===== src/hw/csm_pkg.sv =====
package csm_pkg;

    // ------------------------------------------------------------
    // Clock and timing
    // ------------------------------------------------------------
    localparam int CLK_HZ          = 250_000_000;
    localparam int QUAL_LONG_US    = 1000;
    localparam int QUAL_SHORT_US   = 100;
    localparam int RETRY_LONG_MS   = 50;
    localparam int RETRY_SHORT_MS  = 10;
    localparam int QUAL_LONG_CYC   = QUAL_LONG_US * (CLK_HZ / 1_000_000);
    localparam int QUAL_SHORT_CYC  = QUAL_SHORT_US * (CLK_HZ / 1_000_000);
    localparam int RETRY_LONG_CYC  = RETRY_LONG_MS * (CLK_HZ / 1_000);
    localparam int RETRY_SHORT_CYC = RETRY_SHORT_MS * (CLK_HZ / 1_000);
    localparam int TIMER_W         = 24;

    // ------------------------------------------------------------
    // Slave address
    // ------------------------------------------------------------
    localparam logic [6:0] SLAVE_BASE = 7'h70;

    // ------------------------------------------------------------
    // Register map
    // ------------------------------------------------------------
    localparam logic [7:0] MODE_CONTROL_OFS   = 8'h0A;
    localparam logic [7:0] TIMING_CONTROL_OFS = 8'h0B;
    localparam logic [7:0] MODE_CONTROL_RST   = 8'h00;
    localparam logic [7:0] TIMING_CONTROL_RST = 8'h00;
    localparam int         LATCH_CLEAR_POS    = 4;
    localparam int         QUAL_SEL_POS       = 3;
    localparam int         RETRY_SEL_POS      = 2;
    localparam logic [7:0] TIMING_WMASK       = 8'h0C;
    localparam logic [2:0] MODE_NORMAL        = 3'b000;
    localparam logic [2:0] MODE_AMP_RETRY     = 3'b011;
    localparam logic [2:0] MODE_CMP_RETRY     = 3'b111;
    localparam logic [7:0] READ_FILL          = 8'h00;

    typedef enum logic [2:0] {
        ST_IDLE,
        ST_ADDR,
        ST_ADDR_ACK,
        ST_WRITE,
        ST_WRITE_ACK,
        ST_READ,
        ST_READ_ACK
    } csm_state_type;

    typedef enum logic [1:0] {
        FL_QUALIFY,
        FL_LATCHED
    } csm_fault_type;

    typedef struct packed {
        logic scl;
        logic sda;
    } csm_bus_in_type;

endpackage


===== src/hw/csm_top.sv =====
`timescale 1ns/1ps
module csm_top
(
    // Clock and reset
    input  wire logic       clock,
    input  wire logic       rst,
    // Serial bus, open drain
    input  wire logic       scl_in,
    input  wire logic       sda_in,
    output logic            sda_out,
    output logic            sda_oe_n,
    // Address straps, four levels each
    input  wire logic [1:0] address_strap_upper,
    input  wire logic [1:0] address_strap_lower,
    // Analog comparison result
    input  wire logic       sense_amp_result,
    // Output stage control
    output logic            output_assert,
    output logic            amp_select,
    output logic            fault_latched
);

    // ------------------------------------------------------------
    // Bus sampling and condition detect
    // ------------------------------------------------------------
    csm_pkg::csm_bus_in_type bus_r;
    csm_pkg::csm_bus_in_type bus_d_r;

    always_ff @(posedge clock or posedge rst)
    begin
        if (rst)
        begin
            bus_r   <= '{scl: 1'b1, sda: 1'b1};
            bus_d_r <= '{scl: 1'b1, sda: 1'b1};
        end
        else
        begin
            bus_r   <= '{scl: scl_in, sda: sda_in};
            bus_d_r <= bus_r;
        end
    end

    wire scl_rise  = bus_r.scl & ~bus_d_r.scl;
    wire scl_fall  = ~bus_r.scl & bus_d_r.scl;
    wire start_det = bus_r.scl & bus_d_r.scl & ~bus_r.sda & bus_d_r.sda;
    wire stop_det  = bus_r.scl & bus_d_r.scl & bus_r.sda & ~bus_d_r.sda;

    // ------------------------------------------------------------
    // Address decode
    // ------------------------------------------------------------
    wire [6:0] own_addr = csm_pkg::SLAVE_BASE
                        | {3'b000, address_strap_upper, address_strap_lower};

    // ------------------------------------------------------------
    // Serial engine
    // ------------------------------------------------------------
    csm_pkg::csm_state_type state_r;
    csm_pkg::csm_state_type state_nxt;
    logic [7:0] shift_r;
    logic [2:0] bitcnt_r;
    logic [7:0] ptr_r;
    logic       ptr_loaded_r;
    logic       reading_r;
    logic       sda_low_r;
    logic [7:0] mode_r;
    logic [7:0] timing_r;

    wire [7:0] shift_nxt   = {shift_r[6:0], bus_r.sda};
    wire       byte_done   = scl_rise & (bitcnt_r == 3'd7);
    wire       addr_match  = (shift_nxt[7:1] == own_addr);
    wire [7:0] rd_data     = (ptr_r == csm_pkg::MODE_CONTROL_OFS)   ? mode_r
                           : (ptr_r == csm_pkg::TIMING_CONTROL_OFS) ? timing_r
                           : csm_pkg::READ_FILL;
    wire       wr_strobe   = (state_r == csm_pkg::ST_WRITE) & byte_done & ptr_loaded_r;
    wire       ptr_strobe  = (state_r == csm_pkg::ST_WRITE) & byte_done & ~ptr_loaded_r;

    always_comb
    begin
        state_nxt = state_r;
        case (state_r)
            csm_pkg::ST_IDLE: ;
            csm_pkg::ST_ADDR:
                if (byte_done)
                    state_nxt = addr_match ? csm_pkg::ST_ADDR_ACK : csm_pkg::ST_IDLE;
            // Leave on the fall that ends the ACK clock, not the one ending bit 8
            csm_pkg::ST_ADDR_ACK:
                if (scl_fall & (bitcnt_r == 3'd1))
                    state_nxt = reading_r ? csm_pkg::ST_READ : csm_pkg::ST_WRITE;
            csm_pkg::ST_WRITE:
                if (byte_done)
                    state_nxt = csm_pkg::ST_WRITE_ACK;
            csm_pkg::ST_WRITE_ACK:
                if (scl_fall & (bitcnt_r == 3'd1))
                    state_nxt = csm_pkg::ST_WRITE;
            csm_pkg::ST_READ:
                if (scl_fall & (bitcnt_r == 3'd7))
                    state_nxt = csm_pkg::ST_READ_ACK;
            // Next byte starts after the ACK clock falls, so its MSB gets a full bit time
            csm_pkg::ST_READ_ACK:
                if (scl_rise & bus_r.sda)
                    state_nxt = csm_pkg::ST_IDLE;
                else if (scl_fall)
                    state_nxt = csm_pkg::ST_READ;
            default:
                state_nxt = csm_pkg::ST_IDLE;
        endcase
        if (start_det)
            state_nxt = csm_pkg::ST_ADDR;
        else if (stop_det)
            state_nxt = csm_pkg::ST_IDLE;
    end

    always_ff @(posedge clock or posedge rst)
    begin
        if (rst)
            state_r <= csm_pkg::ST_IDLE;
        else
            state_r <= state_nxt;
    end

    // Bit counter: counts SCL falls while sending read data in ST_READ, SCL rises in every other state
    always_ff @(posedge clock or posedge rst)
    begin
        if (rst)
            bitcnt_r <= 3'd0;
        else if (start_det || state_nxt != state_r)
            bitcnt_r <= 3'd0;
        else if ((state_r == csm_pkg::ST_READ) ? scl_fall : scl_rise)
            bitcnt_r <= bitcnt_r + 3'd1;
    end

    // Sampled on SCL rise; master clocks everything, so slow sampling suffices
    always_ff @(posedge clock or posedge rst)
    begin
        if (rst)
            shift_r <= 8'h00;
        else if (state_r == csm_pkg::ST_ADDR_ACK && state_nxt == csm_pkg::ST_READ)
            shift_r <= rd_data;
        else if (state_r == csm_pkg::ST_READ_ACK && state_nxt == csm_pkg::ST_READ)
            shift_r <= rd_data;
        else if (state_r == csm_pkg::ST_READ && scl_fall)
            shift_r <= {shift_r[6:0], 1'b0};
        else if (scl_rise && state_r != csm_pkg::ST_READ)
            shift_r <= shift_nxt;
    end

    always_ff @(posedge clock or posedge rst)
    begin
        if (rst)
        begin
            reading_r    <= 1'b0;
            ptr_loaded_r <= 1'b0;
            ptr_r        <= 8'h00;
        end
        else
        begin
            if (state_r == csm_pkg::ST_ADDR && byte_done)
                reading_r <= shift_nxt[0];
            if (start_det)
                ptr_loaded_r <= 1'b0;
            else if (ptr_strobe)
                ptr_loaded_r <= 1'b1;
            if (ptr_strobe)
                ptr_r <= shift_nxt;
            else if (wr_strobe)
                ptr_r <= ptr_r + 8'h01;
            // Step at end of byte so the next load fetches the next register
            else if (state_r == csm_pkg::ST_READ && state_nxt == csm_pkg::ST_READ_ACK)
                ptr_r <= ptr_r + 8'h01;
        end
    end

    // ACK pull starts only once SCL is low and ends with the state, never forming START or STOP
    wire drive_ack = (state_r == csm_pkg::ST_ADDR_ACK) | (state_r == csm_pkg::ST_WRITE_ACK);
    wire drive_low = (drive_ack & sda_low_r) | ((state_r == csm_pkg::ST_READ) & ~shift_r[7]);

    always_ff @(posedge clock or posedge rst)
    begin
        if (rst)
            sda_low_r <= 1'b0;
        else if (drive_ack && !sda_low_r && !bus_r.scl)
            sda_low_r <= 1'b1;
        else if (!drive_ack)
            sda_low_r <= 1'b0;
    end

    always_ff @(posedge clock or posedge rst)
    begin
        if (rst)
            sda_oe_n <= 1'b1;
        else
            sda_oe_n <= ~(drive_low & (state_nxt == state_r));
    end

    assign sda_out = 1'b0;

    // ------------------------------------------------------------
    // Control registers
    // ------------------------------------------------------------
    wire wr_mode   = wr_strobe & (ptr_r == csm_pkg::MODE_CONTROL_OFS);
    wire wr_timing = wr_strobe & (ptr_r == csm_pkg::TIMING_CONTROL_OFS);

    always_ff @(posedge clock or posedge rst)
    begin
        if (rst)
        begin
            mode_r   <= csm_pkg::MODE_CONTROL_RST;
            timing_r <= csm_pkg::TIMING_CONTROL_RST;
        end
        else
        begin
            if (wr_mode)
                mode_r <= shift_nxt;
            else
                mode_r[csm_pkg::LATCH_CLEAR_POS] <= 1'b0;
            if (wr_timing)
                timing_r <= shift_nxt & csm_pkg::TIMING_WMASK;
        end
    end

    // ------------------------------------------------------------
    // Qualify, latch and retry
    // ------------------------------------------------------------
    wire [2:0] mode_field  = mode_r[7:5];
    wire       retry_mode  = (mode_field == csm_pkg::MODE_CMP_RETRY)
                           | (mode_field == csm_pkg::MODE_AMP_RETRY);
    wire       latch_clear = mode_r[csm_pkg::LATCH_CLEAR_POS];
    wire [csm_pkg::TIMER_W-1:0] qual_lim = timing_r[csm_pkg::QUAL_SEL_POS]
        ? csm_pkg::TIMER_W'(csm_pkg::QUAL_SHORT_CYC - 1)
        : csm_pkg::TIMER_W'(csm_pkg::QUAL_LONG_CYC - 1);
    wire [csm_pkg::TIMER_W-1:0] retry_lim = timing_r[csm_pkg::RETRY_SEL_POS]
        ? csm_pkg::TIMER_W'(csm_pkg::RETRY_SHORT_CYC - 1)
        : csm_pkg::TIMER_W'(csm_pkg::RETRY_LONG_CYC - 1);

    csm_pkg::csm_fault_type     fault_r;
    logic [csm_pkg::TIMER_W-1:0] timer_r;

    always_ff @(posedge clock or posedge rst)
    begin
        if (rst)
        begin
            fault_r <= csm_pkg::FL_QUALIFY;
            timer_r <= '0;
        end
        else if (!retry_mode || latch_clear)
        begin
            fault_r <= csm_pkg::FL_QUALIFY;
            timer_r <= '0;
        end
        else
        begin
            case (fault_r)
                csm_pkg::FL_QUALIFY:
                    if (!sense_amp_result)
                        timer_r <= '0;
                    else if (timer_r >= qual_lim)
                    begin
                        fault_r <= csm_pkg::FL_LATCHED;
                        timer_r <= '0;
                    end
                    else
                        timer_r <= timer_r + 1'b1;
                csm_pkg::FL_LATCHED:
                    if (timer_r >= retry_lim)
                    begin
                        fault_r <= csm_pkg::FL_QUALIFY;
                        timer_r <= '0;
                    end
                    else
                        timer_r <= timer_r + 1'b1;
                default:
                    fault_r <= csm_pkg::FL_QUALIFY;
            endcase
        end
    end

    always_ff @(posedge clock or posedge rst)
    begin
        if (rst)
        begin
            output_assert <= 1'b0;
            amp_select    <= 1'b0;
            fault_latched <= 1'b0;
        end
        else
        begin
            amp_select    <= ~mode_r[7];
            // Leaving retry mode or clearing drops the latch view at once
            fault_latched <= retry_mode & ~latch_clear & (fault_r == csm_pkg::FL_LATCHED);
            output_assert <= retry_mode ? (~latch_clear & (fault_r == csm_pkg::FL_LATCHED))
                                        : sense_amp_result;
        end
    end

endmodule // csm_top


===== config.mk =====
export PLATFORM = sky130hd
export DESIGN_NAME = csm_top
export DESIGN_NICKNAME = d
export VERILOG_FILES = /design/src/hw/csm_pkg.sv /design/src/hw/csm_top.sv
export SDC_FILE = /design/constraint.sdc
export NUM_CORES = 1
export LEC_CHECK = 0
export ABC_AREA = 0
export ABC_CLOCK_PERIOD_IN_PS = 4400
export BUFFER_PORTS_ARGS = -buffer_cell sky130_fd_sc_hd__buf_2
export CORE_MARGIN = 4
export CORE_UTILIZATION = 49
export DETAILED_ROUTE_END_ITERATION = 8
export PLACE_DENSITY = 0.65
export SETUP_SLACK_MARGIN = 0.3
export SLEW_MARGIN = 5
export SYNTH_ARGS = -nofsm -noshare
export SYNTH_HDL_FRONTEND = slang
export SYNTH_SLANG_ARGS = --single-unit

===== constraint.sdc =====
create_clock -name clock -period 4.4 [get_ports clock]
set_input_delay 0.44 -clock clock [delete_from_list [all_inputs] [get_ports clock]]
set_output_delay 0.44 -clock clock [all_outputs]
set_load 0.05 [all_outputs]

# Word-level counts from Yosys, hierarchy flattened
# Index checks and enable logic that the tools add are counted.
# totals
regBits	69
input_bits	9
out_inout_bits	5
word_cells	145
# op_classes
n_addsub	3
n_lt_le_gt_ge	2
eq_ne	23
muxes	42
bitwise_logic	34
reduce_logical	21
# op_table
op	count
24-bit 2-to-1 mux	5
8-bit 2-to-1 mux	8
24-bit one-hot mux with 2 select lines	1
3-bit 2-to-1 mux	12
24-bit by 1-bit adder with 24-bit output, second input constant	1
24-bit by 18-bit >= comparator with 1-bit output	1
24-bit >= comparator	1
1-bit AND	22
3-bit == test, second input constant	7
3-bit one-hot mux with 7 select lines	1
18-bit 2-to-1 mux	1
8-bit by 4-bit == test with 1-bit output, second input constant	2
3-bit != test, second input constant	4
2-bit 2-to-1 mux	5
3-bit by 2-bit == test with 1-bit output, second input constant	3
1-bit NOT	9
8-bit by 1-bit adder with 8-bit output, second input constant	1
1-bit logical AND	8
7-bit == test	1
1-bit 2-to-1 mux	7
3-bit by 1-bit == test with 1-bit output, second input constant	2
3-bit nonzero test	2
4-bit 2-to-1 mux	1
2-bit one-hot mux with 2 select lines	1
other kinds (13)	19

# Longest topological paths before layout
# Gate-level depths: netlist of run 1.
# logic_depth
ltp_word	12
ltp_mapped	9
depth_no_buf	7

# Worst setup path before layout of run 1
# Ideal clock, no wire load.
# synth_timing
kind	reg2reg
startpoint	register bitcnt_r[1]
endpoint	register shift_r[7]
setup_ps	126
arrival_time_ps	1938
t_required_ps	4274
path_slack_ps	2335
path_stages_with_launch	9
path_buffers	1
synth_period_minus_slack_ps	2065
path_cell_list	dfrtp_1 > inv_1 > ha_1 > or3b_4 > nor4_4 > o311ai_1 > a21o_1 > buf_6 > a311o_1
# synth_via
elab_chain_cells	10
word_cells_on_any_way	19
classes_between	eq/ne (3); mux (10); bitwise (3); reduce/logical (3)
# synth_lines
element	line	text
start, declared	csm_top.sv:60	logic [2:0] bitcnt_r;
start signal, assigned	csm_top.sv:129	bitcnt_r <= bitcnt_r + 3'd1;
3-bit == test / 3-bit by 1-bit == test with 1-bit output (equally long branches)	--	
1-bit AND, on equally long branches	--	
3-bit 2-to-1 mux, on equally long branches	--	
3-bit one-hot mux with 7 select lines *	csm_top.sv:80	case (state_r)
3-bit 2-to-1 mux *	csm_top.sv:109	else if (stop_det)
3-bit 2-to-1 mux *	csm_top.sv:107	if (start_det)
3-bit == test *	csm_top.sv:137, csm_top.sv:139	
1-bit logical AND	csm_top.sv:139	else if (state_r == csm_pkg::ST_READ_ACK && state_nxt == csm_pkg::ST_READ)
8-bit 2-to-1 mux	csm_top.sv:139	
8-bit 2-to-1 mux	csm_top.sv:137	else if (state_r == csm_pkg::ST_ADDR_ACK && state_nxt == csm_pkg::ST_READ)
end signal, assigned	csm_top.sv:138	shift_r <= rd_data;
end signal, assigned	csm_top.sv:140	shift_r <= rd_data;
end signal, assigned	csm_top.sv:142	shift_r <= {shift_r[6:0], 1'b0};
end, declared	csm_top.sv:59	logic [7:0] shift_r;
# Mark *: on every way between the ends. The rest lies on a longest branch, timed or not.
# A chain may end at the register's enable or synchronous reset.

# Worst setup path after layout of run 1
# layout_timing
startpoint	register timing_r[2]
endpoint	register fault_r[0]
# layout_via
elab_chain_cells	4
# layout_lines
element	line	text
start, declared	csm_top.sv:66	logic [7:0] timing_r;
start signal, assigned	csm_top.sv:208	timing_r <= csm_pkg::TIMING_CONTROL_RST;
start signal, assigned	csm_top.sv:217	timing_r <= shift_nxt & csm_pkg::TIMING_WMASK;
24-bit 2-to-1 mux	csm_top.sv:232	? csm_pkg::TIMER_W'(csm_pkg::RETRY_SHORT_CYC - 1)
24-bit >= comparator	csm_top.sv:264	if (timer_r >= retry_lim)
3-bit != test (no source line)	--	
3-bit AND reduction (no source line)	--	
end signal, assigned	csm_top.sv:242	fault_r <= csm_pkg::FL_QUALIFY;
end signal, assigned	csm_top.sv:266	fault_r <= csm_pkg::FL_QUALIFY;
end signal, assigned	csm_top.sv:272	fault_r <= csm_pkg::FL_QUALIFY;
end, declared	csm_top.sv:235	csm_pkg::csm_fault_type fault_r;
# No other way between the ends.

==> metrics.txt, run 1 <==
status completed; RSZ-0062 raised after global routing false; Clock Sink Count 68; Total Nets Final 465; final core utilization 53.66%; Worst Setup Path Type flip-flop to flip-flop; vias in the first global route 2,965; CTS tree done; Int Power 975.1 uW; Clock Power Share 31.4%; ant diodes 0; Combinational Power Share 14.5%; Tightest Pin Transition 1.207 ns; Post-Syn Instances 427; Initial DRC Count 131; io pins 14; Seq/Total Area, Yosys 41.59%; critical path arrival 3.26 ns; largest net degree at the start of global routing 44; EDFF count, synth 0; yosys synthesis warning count 0; drt total wl 8692 um; CTS HTree Levels 3; Slew HR 19.55%; effective utilization at floorplan 50.23%; Critical Path Start Type flip-flop; # rows 33; R2R setup slack 1.42 ns; Main synth FF type dfrtp_1; Max Buffers Root-to-Sink 2; Die X 99.55 um; Clock transition at path regs 0.08 ns; DP Area 4220 sq um; hold slack final 0.1256 ns; TritonCTS buffer count 9; final setup TNS 0 ns; worst skew pair latency 0.35 ns; Post-DRT Antenna Nets 0; VDD IR max 0.1431 mV; Synth Cell Area 4106 sq um; PwrDens 323.8 nW/um^2; Hold Buf Count CTS 0; Synth Area per Inst 9.617 sq um; Sw Ratio 31.36%; maximum fanout along the worst path 25; worst hold path class primary input to async pin; number of distinct library cells after synthesis 61; Tmin final 2.975 ns; clock root cell clkbuf_8; first-pass GRT wire length 14,880 um; Final setup viols 0; number of max-slew violations in the final report 0; drt wl/cell 16.01 um; Critical Path End Type flip-flop; gpl congestion 0.9460; Final period util 67.62%; Core ar. 8175 sq um; GRT Total Usage 18.59%; Area Overhead vs Synth 6.825%; Post-CTS Resized 0; initial antenna violation count 0; setup ws final 1.425 ns; Post-Layout Inst Area 4387 sq um; post-synthesis async set-or-reset flop share 100.0%; post-CTS setup buffers 0; Cells after DPL 528; Vias/cell 5.843; worst clock skew 0.01029 ns; Critical Path RT 4.69 ns; Vias 3,173; sequential share of power 54.1%; Max Fclk 336.1 MHz; pre-CTS setup slack 1.497 ns; Die Footprint 9909 sq um; layout cells sized above 1 11.42%; Static Leak 1.922 nW; HPWL Detailed 6117 um; Port Buf Inserts 12; total gr overflow 0; final hold viol count 0; Detailed Routing Iterations Pass 1 4; Synth Register Bits 68; Layout Cells excl Fill 543; number of fill cells in the layout 739; DRC viols 0; total power 1.421 mW; DIE HEIGHT 99.55 um; Max Cap Viol 0; switching power 445.5 uW; Post-Syn Nets 458
-- Yosys cell counts, types with 6 or more instances --
cell type | number | share of area, %
o21ai_0 | 18 | 2.2
a21oi_1 | 47 | 5.7
nand4_1 | 11 | 1.7
nor3_1 | 11 | 1.3
nand3_1 | 19 | 2.3
inv_1 | 14 | 1.3
xor2_1 | 20 | 4.3
mux2i_1 | 15 | 3.7
nor4_1 | 6 | 0.91
nand2_1 | 38 | 3.5
nor2_1 | 20 | 1.8
mux2_4 | 6 | 2.2
ha_1 | 22 | 6.7
nor2b_1 | 7 | 1.1
xnor2_1 | 9 | 1.9
dfrtp_1 | 63 | 38
clkbuf_1 | 10 | 0.91
-- layer usage --
layer | global-route usage, % | vias to the layer above | share of wire [%]
met5 | 0 | - | 0
met4 | 6.408 | 0 | 1.2
met3 | 3.226 | 8 | 3.7
met2 | 28.20 | 68 | 45
met1 | 26.89 | 1525 | 50
li1 | - | 1572 | -
-- power by group through the flow --
stage                     Clock [mW]  Combinational (mW)  Sequential (mW)
after detailed placement           0               0.208            0.779
final                          0.446               0.206            0.768
after global placement             0               0.201            0.776
after global routing           0.488               0.233            0.780
after floorplan                    0               0.194            0.728
after CTS                      0.456               0.210            0.767
-- worst paths after layout --
path	startpoint	cells after the start	to
max	timing_r[2]	6	fault_r[0]
min	rst	2	timer_r[22]
max reg2reg	timing_r[2]	6	fault_r[0]
min reg2reg	mode_r[7]	1	amp_select
max in group asynchronous	rst	3	mode_r[5]
min in group clock	scl_in	1	bus_r[1]
-- layout make-up --
class                           count  area [sq um]  area share, %
Inverter                           14         52.55          1.198
Clock inverter                      6         42.54         0.9698
Timing Repair Buffer               14         75.07          1.711
Clock buffer                        9         123.9          2.824
Tap cell                          105         131.4          2.995
Multi-Input combinational cell    327          2253          51.37
Sequential cell                    68          1708          38.93
-- cells by family after synthesis --
kind of cell	synth area share (%)
flip-flops	41.59
XOR/XNOR	6.185
adder cells (fa/ha/maj)	6.703
multiplexers	5.850
buffers and inverters	3.534
AO/OA/AOI/OAI	15.33
other	0.09132
AND/OR/NAND/NOR	20.72
-- registers in the layout, indices dropped and copies added, names as in the netlist --
name / cells
amp_select: 1
bitcnt_r: 3
bus_d_r: 2
bus_r: 2
fault_latched: 1
fault_r: 1
mode_r: 8
output_assert: 1
ptr_loaded_r: 1
ptr_r: 8
reading_r: 1
sda_low_r: 1
sda_oe_n: 1
shift_r: 8
state_r: 3
timer_r: 24
timing_r: 2
-- cells in the final DEF, fill, tap and decap left out, types with 6 or more instances in the layout --
| master | synthesis | layout |
|---|---|---|
| nor2b_1 | 7 | 7 |
| mux2i_1 | 15 | 15 |
| clkbuf_8 | 0 | 9 |
| xnor2_1 | 9 | 9 |
| inv_1 | 14 | 13 |
| ha_1 | 22 | 22 |
| buf_2 | 4 | 12 |
| o21ai_0 | 18 | 18 |
| dfrtp_1 | 63 | 63 |
| mux2_4 | 6 | 6 |
| nand4_1 | 11 | 11 |
| nand3_1 | 19 | 19 |
| nand2_1 | 38 | 38 |
| nor3_1 | 11 | 11 |
| nor4_1 | 6 | 6 |
| xor2_1 | 20 | 20 |
| nor2_1 | 20 | 20 |
| a21oi_1 | 47 | 47 |
-- worst max-delay path, cell delays in order (launching register included) --
cell and delay, ns:
dfrtp_1 0.49, ha_1 0.35, and4b_1 0.22, a22o_1 0.18, o41ai_1 0.25, nand4_1 0.91
a21bo_2 0.51
No activity file was read; power rests on OpenSTA's default activity.
==> inputs of run 2 (changes only) <==
ABC_AREA = 1   (was 0)
ABC_CLOCK_PERIOD_IN_PS = 2400   (was 4400)
PLACE_DENSITY = 0.68   (was 0.65)
clock period = 2.4 ns   (was 4.4 ns; I/O delays follow)
==> run 2 against run 1 <==
Net effect:
- core utilization up 3.0 points
- register-to-register slack worse by 0.96 ns
- global-route usage increased by 1.9 points
- critical path type unchanged
- largest cell class unchanged
- largest power group unchanged
- highest routed layer unchanged
==> metrics.txt, run 2 <==
layout cells sized above 1 13.80%; most frequent cells in the layout 139 x nand2_1, 79 x nor2_1, 65 x inv_1; cell taking the most area after synthesis dfrtp_1; Initial DRC Count 225; Max Fclk 516.5 MHz; Seq/Total Area, Yosys 41.05%; Largest Register timer_r; TritonCTS buffer count 9; Critical Path RT 2.65 ns; final setup TNS 0 ns; Critical-path top delay cell dfrtp_2; Critical Path End Type flip-flop; GRT Total Usage 20.52%; gpl congestion 0.9067; Max Cap Viol 0; Layout Cells excl Fill 692; Port Buf Inserts 12; critical path arrival 2.19 ns; CTS HTree Levels 3; RSZ-0062 raised after global routing true; Die X 100.1 um; first-pass GRT wire length 16,370 um; Final setup viols 0; Hold Crit Depth 3; Detailed Routing Iterations Pass 1 5; status completed; top-count cell post-synth nand2_1; Post-Syn Instances 551; Die Footprint 10,030 sq um; EDFF count, synth 0; PwrDens 539.7 nW/um^2; Main synth FF type dfrtp_1; largest net degree at the start of global routing 43; Clock Sink Count 68; number of fill cells in the layout 761; Synth Register Bits 68; worst hold path class primary input to flip-flop; Clock transition at path regs 0.07 ns; Total Nets Final 613; Critical Path Start Type flip-flop; Post-Syn Nets 582; CP dominant cell by count nand4_1; Tightest Pin Transition 0.5763 ns; CP Cell Sequence buf_4, ha_1, inv_1, o21bai_1, nand4_1, nand2_1, nand3b_1, nand4_1, nand2_4, inv_8, nor2_1; worst reg2reg path depth 11; share of the synthesized area in the top cell type 37.89%; Post-DRT Antenna Nets 0; number of max-slew violations in the final report 0; Area Overhead vs Synth 12.42%; worst skew pair latency 0.37 ns; post-synthesis async set-or-reset flop share 100.0%; io pins 14; drt wl/cell 13.71 um; worst clock skew 0.009331 ns; # rows 33; drt total wl 9490 um; number of distinct library cells after synthesis 40; DRC viols 0; Vias 3,631; max reg flops 24; initial antenna violation count 0; Static Leak 2.222 nW; synth cell count leaders 139 x nand2_1, 79 x nor2_1, 66 x inv_1; Vias/cell 5.247; Synth Cell Area 4160 sq um; yosys synthesis warning count 0; Final period util 80.67%; final hold viol count 0; vias in the first global route 3,436; Synth Area per Inst 7.550 sq um; Slew HR 61.52%; maximum fanout along the worst path 21; max incr delay on CP 0.45 ns; top cells by area, synth dfrtp_1 38%, nand2_1 13%, nor2_1 7.1%, ha_1 6.6%, inv_1 6.0%; commonest non-fill, non-tap cell in the layout nand2_1; clock root cell clkbuf_8; VDD IR max 0.2913 mV; total gr overflow 0; DIE HEIGHT 100.1 um; CTS tree done; ant diodes 0; Cells after DPL 666; effective utilization at floorplan 50.38%; Max Buffers Root-to-Sink 2; Post-Layout Inst Area 4677 sq um; Worst Setup Path Type flip-flop to flip-flop; Core ar. 8258 sq um; Tmin final 1.936 ns; R2R setup slack 0.46 ns; DP Area 4347 sq um; HPWL Detailed 7166 um
run 2: metal layers:
| layer | GRT usage, % | routed length, um | vias up |
|---|---|---|---|
| li1 | - | - | 1849 |
| met1 | 29.76 | 4726 | 1690 |
| met2 | 30.38 | 4150 | 79 |
| met3 | 5.420 | 442 | 13 |
| met4 | 5.596 | 170 | 0 |
| met5 | 0 | 0 | - |
run 2: path summary, 6_finish.rpt:
kind,end,start
min reg2reg,bus_d_r[0],bus_r[0]
min,output_assert,sense_amp_result
max reg2reg,timer_r[12],timing_r[3]
max,timer_r[12],timing_r[3]
max in group asynchronous,bus_r[1],rst
min in group asynchronous,state_r[0],rst
run 2: area by class of cell:
class | instances | area (sq um) | area share, %
clock buffer | 10 | 137.6 | 2.943
clock inverter | 6 | 86.33 | 1.846
inverter | 75 | 290.3 | 6.207
multi-input combinational | 402 | 2135 | 45.64
sequential | 68 | 1712 | 36.60
tap | 105 | 131.4 | 2.809
timing repair buffer | 26 | 185.2 | 3.959
run 2: critical path, delay by kind of cell (launching register included):
kind,cells,cell delay (ns)
and+or+nand+nor,6,0.62
DFF,1,0.45
buffers and inverters,3,0.33
adders and majority gates,1,0.26
AOI/OAI and AO/OA,1,0.16
run 2: kinds of logic after synthesis:
| family | share of synthesized area, % |
|---|---|
| simple gates | 31.64 |
| flops | 41.05 |
| fa+ha+maj | 6.616 |
| buf+inv | 7.940 |
| other cells | 0.09014 |
| mux | 0.5413 |
| xor+xnor | 4.000 |
| compound gates | 8.120 |
run 2: timing repair:
item	CTS	global route
setup buffers	0	7
pin swaps	0	1
hold endpoints to repair	27	0
endpoints found under the setup margin	21	35
resized for setup	1	9
hold buffers	3	0
run 2: per-stage QoR:
| step | hold WS, ns | utilization [%] | setup WS (ns) | power, mW |
|---|---|---|---|---|
| floorplan | 0.2445 | - | 0.4568 | 1.387 |
| global placement | 0.3322 | 52.64 | 0.3070 | 1.445 |
| detailed placement | 0.3400 | 52.64 | 0.1996 | 1.453 |
| CTS | 0.1261 | 55.74 | 0.3189 | 2.533 |
| global route | 0.1345 | 56.64 | 0.2758 | 2.625 |
| finish | 0.1178 | 56.64 | 0.4638 | 2.524 |
run 2: power by group:
group,internal (mW),switching [mW]
clock,0.613,0.470
combinational,0.0768,0.137
sequential,1.19,0.0408
total,1.88,0.648
==> inputs of run 3 (changes only) <==
ABC_CLOCK_PERIOD_IN_PS = 1590   (was 2400)
clock period = 1.59 ns   (was 2.4 ns; I/O delays follow)
==> run 3 against run 2 <==
Net effect:
- the flow now finishes with violations (setup timing)
- critical endpoint is now bitcnt_r[0]
- wire length up 22%
- clock power up 43%
- via count increased by 13%
==> metrics.txt, run 3 (same netlist as run 2, synthesis figures left out) <==
VDD IR max 0.3593 mV; gpl congestion 0.9117; Post-DRT Antenna Nets 0; Clock Power Share 40.0%; worst clock skew 0.008847 ns; Area Overhead vs Synth 40.60%; Clock Sink Count 68; RSZ-0062 raised after global routing true; worst hold path class primary input to flip-flop; Hold Crit Endpoint output_assert; drt wl/cell 14.91 um; effective utilization at floorplan 50.38%; CTS tree done; first-pass GRT wire length 19,180 um; GRT Total Usage 23.89%; Worst Setup Path Type flip-flop to flip-flop; initial antenna violation count 0; CTS HTree Levels 3; commonest non-fill, non-tap cell in the layout nand2_1; total area of sequential cells 1712 sq um; final hold viol count 0; r2r startpoint bitcnt_r[1]; Vias 4,104; io pins 14; multi-input logic area 2515 sq um; number of fill cells in the layout 629; Combinational Power Share 11.8%; total power 3.849 mW; Sw Ratio 27.53%; setup ws final -0.2816 ns; Die Footprint 10,030 sq um; Port Buf Inserts 12; Slew HR 64.85%; HPWL Detailed 8040 um; hold_sp sense_amp_result; DRC viols 0; Vias/cell 5.268; Tightest Pin Transition 0.5261 ns; Static Leak 2.776 nW; total gr overflow 0; Cells after DPL 742; TritonCTS buffer count 9; layout cells sized above 1 35.16%; Layout Cells excl Fill 779; Int Power 2.790 mW; vias in the first global route 4,084; ant diodes 0; # rows 33; Max Cap Viol 0; r2r endpoint bitcnt_r[0]; Final period util 117.7%; worst reg2reg path depth 14; PwrDens 658.1 nW/um^2; maximum fanout along the worst path 3; max reg flops 24; final core utilization 70.83%; R2R setup slack -0.28 ns; status complete, but fails checks; Tmin final 1.872 ns; Hold Crit Depth 3; Die X 100.1 um; failing checks setup timing; Clock transition at path regs 0.08 ns; Max Fclk 534.3 MHz; most frequent cells in the layout 114 x nand2_1, 71 x nor2_1, 69 x buf_4; critical path arrival 2.12 ns; Detailed Routing Iterations Pass 1 4; Total Nets Final 700; Critical Path End Type flip-flop; Core ar. 8258 sq um; Largest Register timer_r; pre-CTS setup slack -0.4421 ns; worst skew pair latency 0.36 ns; clock root cell clkbuf_8; Final setup viols 56; hold slack final 0.1037 ns; DIE HEIGHT 100.1 um; number of max-slew violations in the final report 0; Max Buffers Root-to-Sink 2; drt total wl 11,610 um; Critical Path Start Type flip-flop; Critical Path RT 1.84 ns; Initial DRC Count 145; largest net degree at the start of global routing 29; switching power 1.060 mW; sequential share of power 48.2%
-- run 3: cell types whose count changed in the layout (fill, tap and decap cells not counted), sizes merged --
cell,before,now
buf,23,108
clkbuf,10,12
clkinvlp,1,4
clkinv,3,2
inv,75,74
bufinv,2,1
-- run 3: worst max-delay path, stage by stage (launching register included) --
cell     delay (ns)
dfrtp_1        0.41
buf_4          0.15
inv_4          0.05
ha_4           0.12
inv_1          0.04
nor2_2         0.10
nand3_1        0.11
nand2_1        0.11
nand2_1        0.05
nor2_1         0.12
nand2_1        0.12
a21oi_1        0.17
nor2_2         0.07
nand3_2        0.09
nor2_1         0.05
-- run 3: how the worst max path moves through the flow --
stage	start	endpoint
4_1_cts	timing_r[3]	timer_r[2]
6_report	bitcnt_r[1]	bitcnt_r[0]
3_5_place_dp	timing_r[2]	timer_r[9]
3_3_place_gp	timing_r[3]	timer_r[18]
5_1_grt	timing_r[3]	timer_r[21]
2_1_floorplan	timing_r[2]	timer_r[13]
-- run 3: power groups by stage --
stage          Clock (mW)  Combinational [mW]  Sequential (mW)
2_1_floorplan           0               0.239             1.87
3_3_place_gp            0               0.363             1.88
3_5_place_dp            0               0.377             1.88
4_1_cts              1.56               0.404             1.85
5_1_grt              1.63               0.504             1.86
6_report             1.54               0.455             1.86
-- run 3: area by class of cell --
cell class	instances	area share [%]
clock buffer	11	2.588
clock inverter	5	1.005
inverter	75	5.583
multi-input combinational	402	42.99
sequential	68	29.26
tap	105	2.246
timing repair buffer	112	16.19
timing repair inverter	1	0.1283
-- run 3: timing repair --
item / in CTS / in global routing
endpoints found under the setup margin: 58 / 61
pin swaps: 28 / 28
gates cloned: 1 / 0
hold endpoints to repair: 21 / 0
buffers inserted: 9 / 8
resized for setup: 60 / 51
hold buffers: 3 / 0
-- run 3: per-layer routing --
metal / GRT usage (%) / wire (um) / vias up
met4: 6.425 / 209 / 0
met1: 32.16 / 5150 / 1967
li1: - / - / 2017
met3: 5.351 / 520 / 22
met5: 0 / 0 / -
met2: 39.04 / 5731 / 98
-- run 3: per-stage QoR --
| stage | TNS (ns) | cell area, sq um |
|---|---|---|
| after floorplan | -2.294 | 4305 |
| after global placement | -8.640 | 5065 |
| after detailed placement | -11.22 | 5065 |
| after CTS | -7.653 | 5607 |
| after global routing | -15.33 | 5849 |
| final | -10.53 | 5849 |
